`src/hw/gpcfg_pkg.sv`:
```
// constants and types for the gpio port configuration block
// Overview of operation
// RULE1 - software floats analog pins before sampling
// RULE2 - wait keeps pins; pin interrupt wakes
// RULE3 - halt keeps pins; pin interrupt wakes
// RULE4 - interrupt needs interrupt mode, cpu mask clear
// RULE5 - standard pins: float, pullup, od, pushpull
// RULE6 - pullup irq pins: 0,1 is pullup interrupt
// RULE7 - no-pullup irq pins: 0,1 floating interrupt
// RULE8 - true open drain: direction bit only
// RULE9 - software changes modes via safe states
// RULE10 - input pin read returns live level
// RULE11 - output pin drives and reads latch
// RULE12 - request latch hidden, cleared on fetch
// RULE13 - qualify per pin, OR per vector
// RULE14 - reset clears direction, option, data
package gpcfg_pkg;
  // register byte offsets
  localparam logic [7:0] OFF_DATA = 8'h00;
  localparam logic [7:0] OFF_DIR = 8'h04;
  localparam logic [7:0] OFF_OPT = 8'h08;
  localparam logic [7:0] OFF_SENS = 8'h0c;
  localparam logic [7:0] OFF_STAT = 8'h10;
  localparam logic [7:0] OFF_MASK = 8'h14;
  localparam logic [7:0] OFF_PIN = 8'h18;
  // reset values
  localparam logic [7:0] RST_PORT = 8'h00;
  localparam logic [3:0] RST_SENS = 4'h0;
  localparam logic [1:0] RST_IRQ = 2'h0;
  // previous pin level idles high, so reset is never seen as a rising edge
  localparam logic [7:0] RST_PREV = 8'hff;
  // pin kinds
  localparam logic [1:0] KIND_STD = 2'h0;
  localparam logic [1:0] KIND_IRQ_PU = 2'h1;
  localparam logic [1:0] KIND_IRQ_NOPU = 2'h2;
  localparam logic [1:0] KIND_TOD = 2'h3;
  // pins 7:6 true open drain, 5:4 standard, 3 irq no pullup, 2:0 irq with pullup
  localparam logic [15:0] PIN_KINDS = 16'hf095;
  // vector of each irq pin: pins 2:0 on vector 0, pin 3 on vector 1
  localparam logic [7:0] VEC1_PINS = 8'h08;
  localparam logic [7:0] VEC0_PINS = 8'h07;
  // sensitivity codes, two bits per vector
  localparam logic [1:0] SENS_FALL_LOW = 2'h0;
  localparam logic [1:0] SENS_RISE = 2'h1;
  localparam logic [1:0] SENS_FALL = 2'h2;
  localparam logic [1:0] SENS_BOTH = 2'h3;
  // status bit positions
  localparam int STAT_VEC0 = 0;
  localparam int STAT_VEC1 = 1;
  typedef enum logic [2:0] {
    PWR_RUN = 3'b001,
    PWR_WAIT = 3'b010,
    PWR_HALT = 3'b100
  } gpcfg_pwr_t;
endpackage

```
`src/hw/gpcfg_pin_cell.sv`:
```
// one pin: mode decode, pad controls and interrupt qualification
`timescale 1ns/1ps
`default_nettype none
module gpcfg_pin_cell #(
  parameter logic [1:0] KIND = gpcfg_pkg::KIND_STD
) (
  // configuration
  input wire logic dir,
  input wire logic opt,
  input wire logic data,
  input wire logic [1:0] sens,
  // pin levels
  input wire logic pin_now,
  input wire logic pin_prev,
  // pad controls
  output logic pad_out,
  output logic pad_oe,
  output logic pad_pull,
  // interrupt
  output logic irq_qual
);
  logic irq_mode;
  logic od;
  always_comb begin
    od = (KIND == gpcfg_pkg::KIND_TOD) ? 1'b1 : ~opt; // RULE8
    pad_out = od ? 1'b0 : data; // RULE11
    pad_oe = dir & (od ? ~data : 1'b1); // RULE5
    pad_pull = 1'b0;
    irq_mode = 1'b0;
    if (!dir && opt) begin
      case (KIND)
        gpcfg_pkg::KIND_STD: pad_pull = 1'b1; // RULE5
        gpcfg_pkg::KIND_IRQ_PU: begin
          pad_pull = 1'b1; // RULE6
          irq_mode = 1'b1;
        end
        gpcfg_pkg::KIND_IRQ_NOPU: irq_mode = 1'b1; // RULE7
        default: irq_mode = 1'b0; // RULE8
      endcase
    end
    // edge or level per sensitivity, only in interrupt input mode
    case (sens)
      gpcfg_pkg::SENS_FALL_LOW: irq_qual = irq_mode & ~pin_now; // RULE13
      gpcfg_pkg::SENS_RISE: irq_qual = irq_mode & pin_now & ~pin_prev;
      gpcfg_pkg::SENS_FALL: irq_qual = irq_mode & ~pin_now & pin_prev;
      default: irq_qual = irq_mode & (pin_now ^ pin_prev);
    endcase
  end
endmodule
`default_nettype wire

```
`src/hw/gpcfg_port.sv`:
```
// gpio port with configuration registers and external interrupt vectors
//
// Register access over APB and the address map are this design's own decisions.
`timescale 1ns/1ps
`default_nettype none
module gpcfg_port (
  // clock and reset
  input wire logic ref_clk,
  input wire logic resetn,
  // apb slave
  input wire logic psel,
  input wire logic penable,
  input wire logic pwrite,
  input wire logic [7:0] paddr,
  input wire logic [31:0] pwdata,
  output logic [31:0] prdata,
  output logic pready,
  output logic pslverr,
  // port pins
  input wire logic [7:0] pin_i,
  output logic [7:0] pin_o,
  output logic [7:0] pin_oe,
  output logic [7:0] pin_pull,
  // cpu side
  input wire logic cpu_irq_mask,
  input wire logic [1:0] vector_fetch,
  input wire logic enter_wait,
  input wire logic enter_halt,
  output logic [1:0] ext_irq_req,
  output logic cpu_wake,
  output logic irq
);
  logic [7:0] data_q;
  logic [7:0] dir_q;
  logic [7:0] opt_q;
  logic [3:0] sens_q;
  logic [1:0] stat_q;
  logic [1:0] mask_q;
  logic [1:0] req_q;
  logic [7:0] prev_q;
  gpcfg_pkg::gpcfg_pwr_t pwr_q;
  logic [7:0] pad_out;
  logic [7:0] pad_oe;
  logic [7:0] pad_pull;
  logic [7:0] qual;
  logic [1:0] vec_hit;
  logic setup;
  logic wr_en;
  logic sens_wr;
  logic mapped;
  logic [31:0] rd_d;
  logic [7:0] rd_data;
  logic wake_d;

  // pin cells, one per pin with its fixed kind
  for (genvar i = 0; i < 8; i++) begin : g_pin
    gpcfg_pin_cell #(
      .KIND(gpcfg_pkg::PIN_KINDS[2*i +: 2])
    ) u_cell (
      .dir(dir_q[i]),
      .opt(opt_q[i]),
      .data(data_q[i]),
      .sens(gpcfg_pkg::VEC1_PINS[i] ? sens_q[3:2] : sens_q[1:0]),
      .pin_now(pin_i[i]),
      .pin_prev(prev_q[i]),
      .pad_out(pad_out[i]),
      .pad_oe(pad_oe[i]),
      .pad_pull(pad_pull[i]),
      .irq_qual(qual[i])
    );
  end

  // qualified requests of one vector are ORed
  assign vec_hit[0] = |(qual & gpcfg_pkg::VEC0_PINS); // RULE13
  assign vec_hit[1] = |(qual & gpcfg_pkg::VEC1_PINS); // RULE13

  // apb decode
  assign setup = psel & ~penable;
  assign wr_en = psel & penable & pready & pwrite & ~pslverr;
  assign sens_wr = wr_en && (paddr == gpcfg_pkg::OFF_SENS);

  // input pins read live level, output pins read the latch
  assign rd_data = (dir_q & data_q) | (~dir_q & pin_i); // RULE10 RULE11

  always_comb begin
    rd_d = 32'h0000_0000;
    mapped = 1'b1;
    if (paddr == gpcfg_pkg::OFF_DATA) begin
      rd_d[7:0] = rd_data;
    end else if (paddr == gpcfg_pkg::OFF_DIR) begin
      rd_d[7:0] = dir_q;
    end else if (paddr == gpcfg_pkg::OFF_OPT) begin
      rd_d[7:0] = opt_q;
    end else if (paddr == gpcfg_pkg::OFF_SENS) begin
      rd_d[3:0] = sens_q;
    end else if (paddr == gpcfg_pkg::OFF_STAT) begin
      rd_d[1:0] = stat_q;
    end else if (paddr == gpcfg_pkg::OFF_MASK) begin
      rd_d[1:0] = mask_q;
    end else if (paddr == gpcfg_pkg::OFF_PIN) begin
      rd_d[7:0] = pin_i;
    end else begin
      mapped = 1'b0;
    end
  end

  // no wait state: answer registered in the setup cycle
  always_ff @(posedge ref_clk or negedge resetn) begin
    if (!resetn) begin
      pready <= 1'b0;
      pslverr <= 1'b0;
      prdata <= 32'h0000_0000;
    end else begin
      pready <= setup;
      pslverr <= setup & ~mapped;
      // unmapped writes answer zero data as well
      if (setup && (!pwrite || !mapped)) begin
        prdata <= rd_d;
      end
    end
  end

  // configuration registers; the latch may be preloaded before output mode
  always_ff @(posedge ref_clk or negedge resetn) begin
    if (!resetn) begin
      data_q <= gpcfg_pkg::RST_PORT; // RULE14
      dir_q <= gpcfg_pkg::RST_PORT; // RULE14
      opt_q <= gpcfg_pkg::RST_PORT; // RULE14
      sens_q <= gpcfg_pkg::RST_SENS;
      mask_q <= gpcfg_pkg::RST_IRQ;
    end else if (wr_en) begin
      if (paddr == gpcfg_pkg::OFF_DATA) begin
        data_q <= pwdata[7:0]; // RULE11
      end else if (paddr == gpcfg_pkg::OFF_DIR) begin
        dir_q <= pwdata[7:0];
      end else if (paddr == gpcfg_pkg::OFF_OPT) begin
        opt_q <= pwdata[7:0];
      end else if (paddr == gpcfg_pkg::OFF_SENS) begin
        sens_q <= pwdata[3:0];
      end else if (paddr == gpcfg_pkg::OFF_MASK) begin
        mask_q <= pwdata[1:0];
      end
    end
  end

  // previous pin level for edge detection
  always_ff @(posedge ref_clk or negedge resetn) begin
    if (!resetn) begin
      prev_q <= gpcfg_pkg::RST_PREV;
    end else begin
      prev_q <= pin_i;
    end
  end

  // hidden request latch: set wins over vector fetch and sensitivity write
  always_ff @(posedge ref_clk or negedge resetn) begin
    if (!resetn) begin
      req_q <= gpcfg_pkg::RST_IRQ;
    end else begin
      for (int v = 0; v < 2; v++) begin
        if (vec_hit[v]) begin
          req_q[v] <= 1'b1; // RULE13
        end else if (vector_fetch[v] || sens_wr) begin
          req_q[v] <= 1'b0; // RULE12
        end
      end
    end
  end

  // sticky software status, write one to clear, set wins
  always_ff @(posedge ref_clk or negedge resetn) begin
    if (!resetn) begin
      stat_q <= gpcfg_pkg::RST_IRQ;
    end else begin
      for (int v = 0; v < 2; v++) begin
        if (vec_hit[v]) begin
          stat_q[v] <= 1'b1;
        end else if (wr_en && paddr == gpcfg_pkg::OFF_STAT && pwdata[v]) begin
          stat_q[v] <= 1'b0;
        end
      end
    end
  end

  // cpu request only while the cpu mask is clear
  always_ff @(posedge ref_clk or negedge resetn) begin
    if (!resetn) begin
      ext_irq_req <= 2'b00;
      irq <= 1'b0;
    end else begin
      ext_irq_req <= req_q & {2{~cpu_irq_mask}}; // RULE4
      irq <= |(stat_q & mask_q);
    end
  end

  // low power tracking; config and pads are never touched here
  assign wake_d = |req_q & ~cpu_irq_mask;
  always_ff @(posedge ref_clk or negedge resetn) begin
    if (!resetn) begin
      pwr_q <= gpcfg_pkg::PWR_RUN;
      cpu_wake <= 1'b0;
    end else begin
      cpu_wake <= 1'b0;
      case (pwr_q)
        gpcfg_pkg::PWR_RUN: begin
          if (enter_halt) begin
            pwr_q <= gpcfg_pkg::PWR_HALT;
          end else if (enter_wait) begin
            pwr_q <= gpcfg_pkg::PWR_WAIT;
          end
        end
        gpcfg_pkg::PWR_WAIT: begin
          if (wake_d) begin
            pwr_q <= gpcfg_pkg::PWR_RUN; // RULE2
            cpu_wake <= 1'b1;
          end
        end
        gpcfg_pkg::PWR_HALT: begin
          if (wake_d) begin
            pwr_q <= gpcfg_pkg::PWR_RUN; // RULE3
            cpu_wake <= 1'b1;
          end
        end
        default: pwr_q <= gpcfg_pkg::PWR_RUN;
      endcase
    end
  end

  // pad drive registered; a low power state does not alter it
  always_ff @(posedge ref_clk or negedge resetn) begin
    if (!resetn) begin
      pin_o <= 8'h00;
      pin_oe <= 8'h00;
      pin_pull <= 8'h00;
    end else begin
      pin_o <= pad_out; // RULE2 RULE3
      pin_oe <= pad_oe;
      pin_pull <= pad_pull;
    end
  end
endmodule
`default_nettype wire

```
`config.mk`:
```
export PLATFORM = sky130hd
export DESIGN_NAME = gpcfg_port
export DESIGN_NICKNAME = d
export VERILOG_FILES = /design/src/hw/gpcfg_pkg.sv /design/src/hw/gpcfg_pin_cell.sv /design/src/hw/gpcfg_port.sv
export SDC_FILE = /design/constraint.sdc
export NUM_CORES = 1
export LEC_CHECK = 0
export BUFFER_PORTS_ARGS = -buffer_cell sky130_fd_sc_hd__buf_2
export CAP_MARGIN = 30
export CELL_PAD_IN_SITES_DETAIL_PLACEMENT = 0
export CELL_PAD_IN_SITES_GLOBAL_PLACEMENT = 2
export CORE_MARGIN = 3
export CORE_UTILIZATION = 35
export DETAILED_ROUTE_END_ITERATION = 10
export PLACE_DENSITY_LB_ADDON = 0.1
export SLEW_MARGIN = 20
export SYNTH_ARGS = -nofsm -noshare
export SYNTH_HDL_FRONTEND = slang
export SYNTH_HIERARCHICAL = 1
export SYNTH_SLANG_ARGS = --single-unit
```
`constraint.sdc`:
```
create_clock -name ref_clk -period 5.8 [get_ports ref_clk]
set_clock_uncertainty 0.2 [all_clocks]
set_input_delay 0.58 -clock ref_clk [delete_from_list [all_inputs] [get_ports ref_clk]]
set_output_delay 0.58 -clock ref_clk [all_outputs]
set_load 0.02 [all_outputs]
```
# Word level (Yosys, flattened, before mapping)

Cells that the tools add are included.

Output and inout port bits: 62
Register bits after elaboration: 74
Bits of input ports: 58

Bitwise operators: 69
Reduce and logical (&&, ||, !) cells: 39
Mux-type cells: 53
Equal/unequal tests: 15

Operators with widths:

| kind                                                 | number |
|---|---|
| bitwise AND 1 bit                                    | 35 |
| 2-to-1 mux 1 bit                                     | 35 |
| 2-to-1 mux 8 bit                                     | 4 |
| equality test 8 x 5 -> 1 bit (second input constant) | 3 |
| inverter 1 bit                                       | 24 |
| bitwise AND 8 bit                                    | 2 |
| equality test 8 x 4 -> 1 bit (second input constant) | 2 |
| 2-to-1 mux 6 bit                                     | 2 |
| case mux 1 bit (3 select lines)                      | 4 |
| logical AND 1 bit                                    | 11 |
| 2-to-1 mux 3 bit                                     | 3 |
| equality test 8 x 3 -> 1 bit (second input constant) | 1 |
| logical NOT 1 bit                                    | 8 |
| logical NOT 8 bit                                    | 1 |
| 2-to-1 mux 4 bit                                     | 2 |
| inverter 8 bit                                       | 1 |
| bitwise OR 8 bit                                     | 1 |
| nonzero test 2 bit                                   | 4 |
| case mux 3 bit (2 select lines)                      | 1 |
| AND reduction 6 bit                                  | 1 |
| OR reduction 2 bit                                   | 3 |
| AND reduction 5 bit                                  | 1 |
| bitwise AND 2 bit                                    | 2 |
| equality test 2 x 1 -> 1 bit (second input constant) | 2 |
| other kinds (14)                                     | 23 |

# Longest topological paths before layout

Depth in word-level cells: 11
Gate-level depth with buffers: 6
Depth with buffers taken out: 5

# Modules after synthesis

Netlist, hierarchy kept.

By module, submodules not included:

| module                               | area each (sq um) | sequential area each (sq um) | instances | cells an instance |
|---|---|---|---|---|
| gpcfg_port                           | 3503.4            | 2088.3                       | 1         | 278 |
| gpcfg_pin_cell (g_pin[0].u_cell ...) | 53.8              | 0.0                          | 3         | 8 |
| gpcfg_pin_cell (g_pin[6].u_cell ...) | 40.0              | 0.0                          | 2         | 5 |
| gpcfg_pin_cell (g_pin[4].u_cell ...) | 33.8              | 0.0                          | 2         | 6 |
| gpcfg_pin_cell (g_pin[3].u_cell)     | 61.3              | 0.0                          | 1         | 9 |

# Worst setup path after synthesis

OpenSTA, ideal clock, no wires.

Path type: input to register
Start: in paddr[1]
End: reg mask_q[0]
Library setup time: 125 ps
Required time: 5475 ps
Stages: 5
Setup slack: 3629 ps
Data arrival time: 1846 ps
Cells stage by stage: or2_2 > clkbuf_1 > nor3_1 > nor3b_1 > mux2_2

Word-level cells in the longest chain between the ends: 3
Elaborated cells on any way between the ends: 10

RTL lines:

| what                                                 | RTL line          | RTL |
|---|---|---|
| from (decl)                                          | gpcfg_port.sv:14  | `input wire logic [7:0] paddr,` |
| equality test 8 x 4 -> 1 bit (tied with other cells) | gpcfg_port.sv:138 | `end else if (paddr == gpcfg_pkg::OFF_SENS) begin` |
| inverter 1 bit (no source line)                      | -                 |  |
| AND reduction 6 bit (no source line) (*)             | -                 |  |
| to (signal assigned)                                 | gpcfg_port.sv:130 | `mask_q <= gpcfg_pkg::RST_IRQ;` |
| to (signal assigned)                                 | gpcfg_port.sv:141 | `mask_q <= pwdata[1:0];` |
| to (decl)                                            | gpcfg_port.sv:38  | `logic [1:0] mask_q;` |

Mark *: on every way between the ends. The rest lies on a longest branch, timed or not.
A chain may end at the register's enable or synchronous reset.

# Worst setup path in the final report

Start: in paddr[2]
End: reg data_q[3]

Word-level cells in the longest chain between the ends: 2

RTL lines:

| what                                 | RTL line          | RTL |
|---|---|---|
| logical NOT 8 bit                    | gpcfg_port.sv:132 | `if (paddr == gpcfg_pkg::OFF_DATA) begin` |
| AND reduction 2 bit (no source line) | -                 |  |
| to (signal assigned)                 | gpcfg_port.sv:126 | `data_q <= gpcfg_pkg::RST_PORT;` |
| to (signal assigned)                 | gpcfg_port.sv:133 | `data_q <= pwdata[7:0];` |
| to (decl)                            | gpcfg_port.sv:33  | `logic [7:0] data_q;` |

No other way between the ends.

==> run metrics <==
CP cell instances=buf_2 > nor4_1 > nand2_1 > nor2_4 > mux2_2; Starting DRT DRC Count=85; Fill cells=1050; GRT Total Usage=0.154; IO Port Bufs=71; WHS=174 ps; GP Congestion=0.755; buffer count from post-CTS setup fixing=0; Tmin final=2470 ps; final setup vio count=0; Final Instance Area=4330 um2; final-report hold violation count=0; Startpoint Class=primary input; H-tree depth=3; Worst Hold Class=in2reg; Tcrit/Tclk final=0.425; ant diodes=0; Worst Path Buf+Inv=1; worst slew pin tran=620 ps; total I/O pin count=120; Final Max Tran Viols=0; initial antenna violation count=1; cts bufs inserted=9; CTS tree=built; vias=2511; largest net degree at the start of global routing=46; root buf cell=clkbuf_8; Worst EP arrival=2490 ps; total grt overflow=0; Final ANT Viol Nets=0; Worst Path Max Fanout=27; CORE AREA=10300 um2; # nets final=453; CP max stage cell=nor4_1; Multi-input gate area=1540 um2; drt via density=4.69; Max Freq=0.406 GHz; RSZ-0062 raised after global routing=false; Routed WL per cell=16.0 um; FF+latch area=1980 um2; critical path class=in2reg; Die X=109 um; global-route wire length before repair=13900 um; # DRC=0; final core occ=0.419; number of global-route vias before repair=2672; Clock Pin Slew Worst Setup and Hold Paths=80 ps; DPL Wire Length=6090 um; Leakage=2.09 nW; DRT Pass-1 Iters=4; power density over the cells=253 nW/um2; die area=11900 um2; Critical Path RT=5820 ps; Syn-to-layout area delta=16.1%; Syn Area/Cell=11.6 um2; Cells after Synth=323; clk sinks=79; Vert. Die Dim=109 um; Critical Path End Type=flop; outcome=finished clean; max_slew headroom=0.585; slowest stage delay, CP=510 ps; mapped cell area=3730 um2; critical path's top delay family=simple AND/OR/NAND/NOR gates; Clock Path Buffers=2; Row Count=37; Ys Warns=6; share of cells above drive strength 1=0.356; MaxCap Viol Count=0; setup tns final=0 ps; maximum vdd drop=0.131 mV; placed cell areas=4130 um2; Starting Density=0.361; total length of routed wires=8540 um; clock latency on the worst-skew pair=350 ps
==> final cells by class <==
type | instances | share of cell area
multi-input combinational | 219 | 0.357
inverter | 13 | 0.0113
sequential | 79 | 0.458
clock buffer | 11 | 0.0326
clock inverter | 4 | 0.0110
timing repair buffer | 73 | 0.0913
tap | 136 | 0.0393
==> final timing paths <==
| kind | startpoint | to | slack [ps] | cells after the start |
|---|---|---|---|---|
| setup / recovery | paddr[2] | data_q[3] | 3330 | 5 |
| hold / removal | pin_i[1] | prev_q[1] | 170 | 1 |
| setup reg to reg | pslverr | dir_q[3] | 3500 | 4 |
| hold reg to reg | data_q[7] | pin_oe[7] | 280 | 1 |
| max in group asynchronous | resetn | prev_q[2] | 4250 | 3 |
| min in group asynchronous | resetn | pin_o[1] | 520 | 2 |
==> power by group <==
part	leakage [nW]	switching, W	internal (W)
logic	0.931	0.0000715	0.0000391
clock network	0.0952	0.000196	0.000207
registers	1.06	0.0000143	0.000569
==> sequential cells by signal (all words and copies together), names as in the netlist <==
signal and cells:
cpu_wake 1, data_q 8, dir_q 8, ext_irq_req 2, irq 1, mask_q 2
opt_q 8, pin_o 8, pin_oe 8, pin_pull 8, prdata 8, pready 1
prev_q 4, pslverr 1, pwr_q 3, req_q 2, sens_q 4, stat_q 2
==> cells in the final DEF (no fill, tap or decap), types with 3 or more instances in the layout <==
| cell type | instances |
|---|---|
| o31ai_1 | 4 |
| dfstp_2 | 5 |
| nor3b_1 | 3 |
| nor2_1 | 14 |
| a2111oi_2 | 4 |
| o21ai_0 | 15 |
| nand2b_1 | 18 |
| nor2b_1 | 6 |
| clkbuf_8 | 10 |
| nor4_1 | 3 |
| a21boi_0 | 4 |
| a22oi_1 | 6 |
| buf_2 | 70 |
| nand2_1 | 12 |
| a211oi_1 | 7 |
| nor3_1 | 4 |
| inv_1 | 13 |
| mux2_2 | 34 |
| and2_1 | 5 |
| a21oi_1 | 6 |
| conb_1 | 29 |
| nand4_1 | 4 |
| dfrtp_1 | 74 |
==> metrics by stage <==
step	setup WS (ps)	power (W)	std cells
detailed placement	2910	0.000706	519
CTS	3260	0.00112	535
global placement	2910	0.000702	518
finish	3330	0.00110	535
global route	3180	0.00116	535
floorplan	3630	0.000673	348
==> repair_timing <==
action                                  in CTS  in global routing
resized for setup                            0                  0
endpoints found under the setup margin       0                  0
endpoints found under the hold margin       15                  0
hold buffers                                 1                  0
==> routing by layer <==
metal | GRT usage | part of all wire | vias up
met5 | 0 | 0.0015 | -
met4 | 0.0525 | 0.018 | 2
met3 | 0.0533 | 0.066 | 14
met2 | 0.245 | 0.46 | 63
met1 | 0.196 | 0.45 | 1203
li1 | - | - | 1229
No activity file was read; power rests on OpenSTA's default activity.
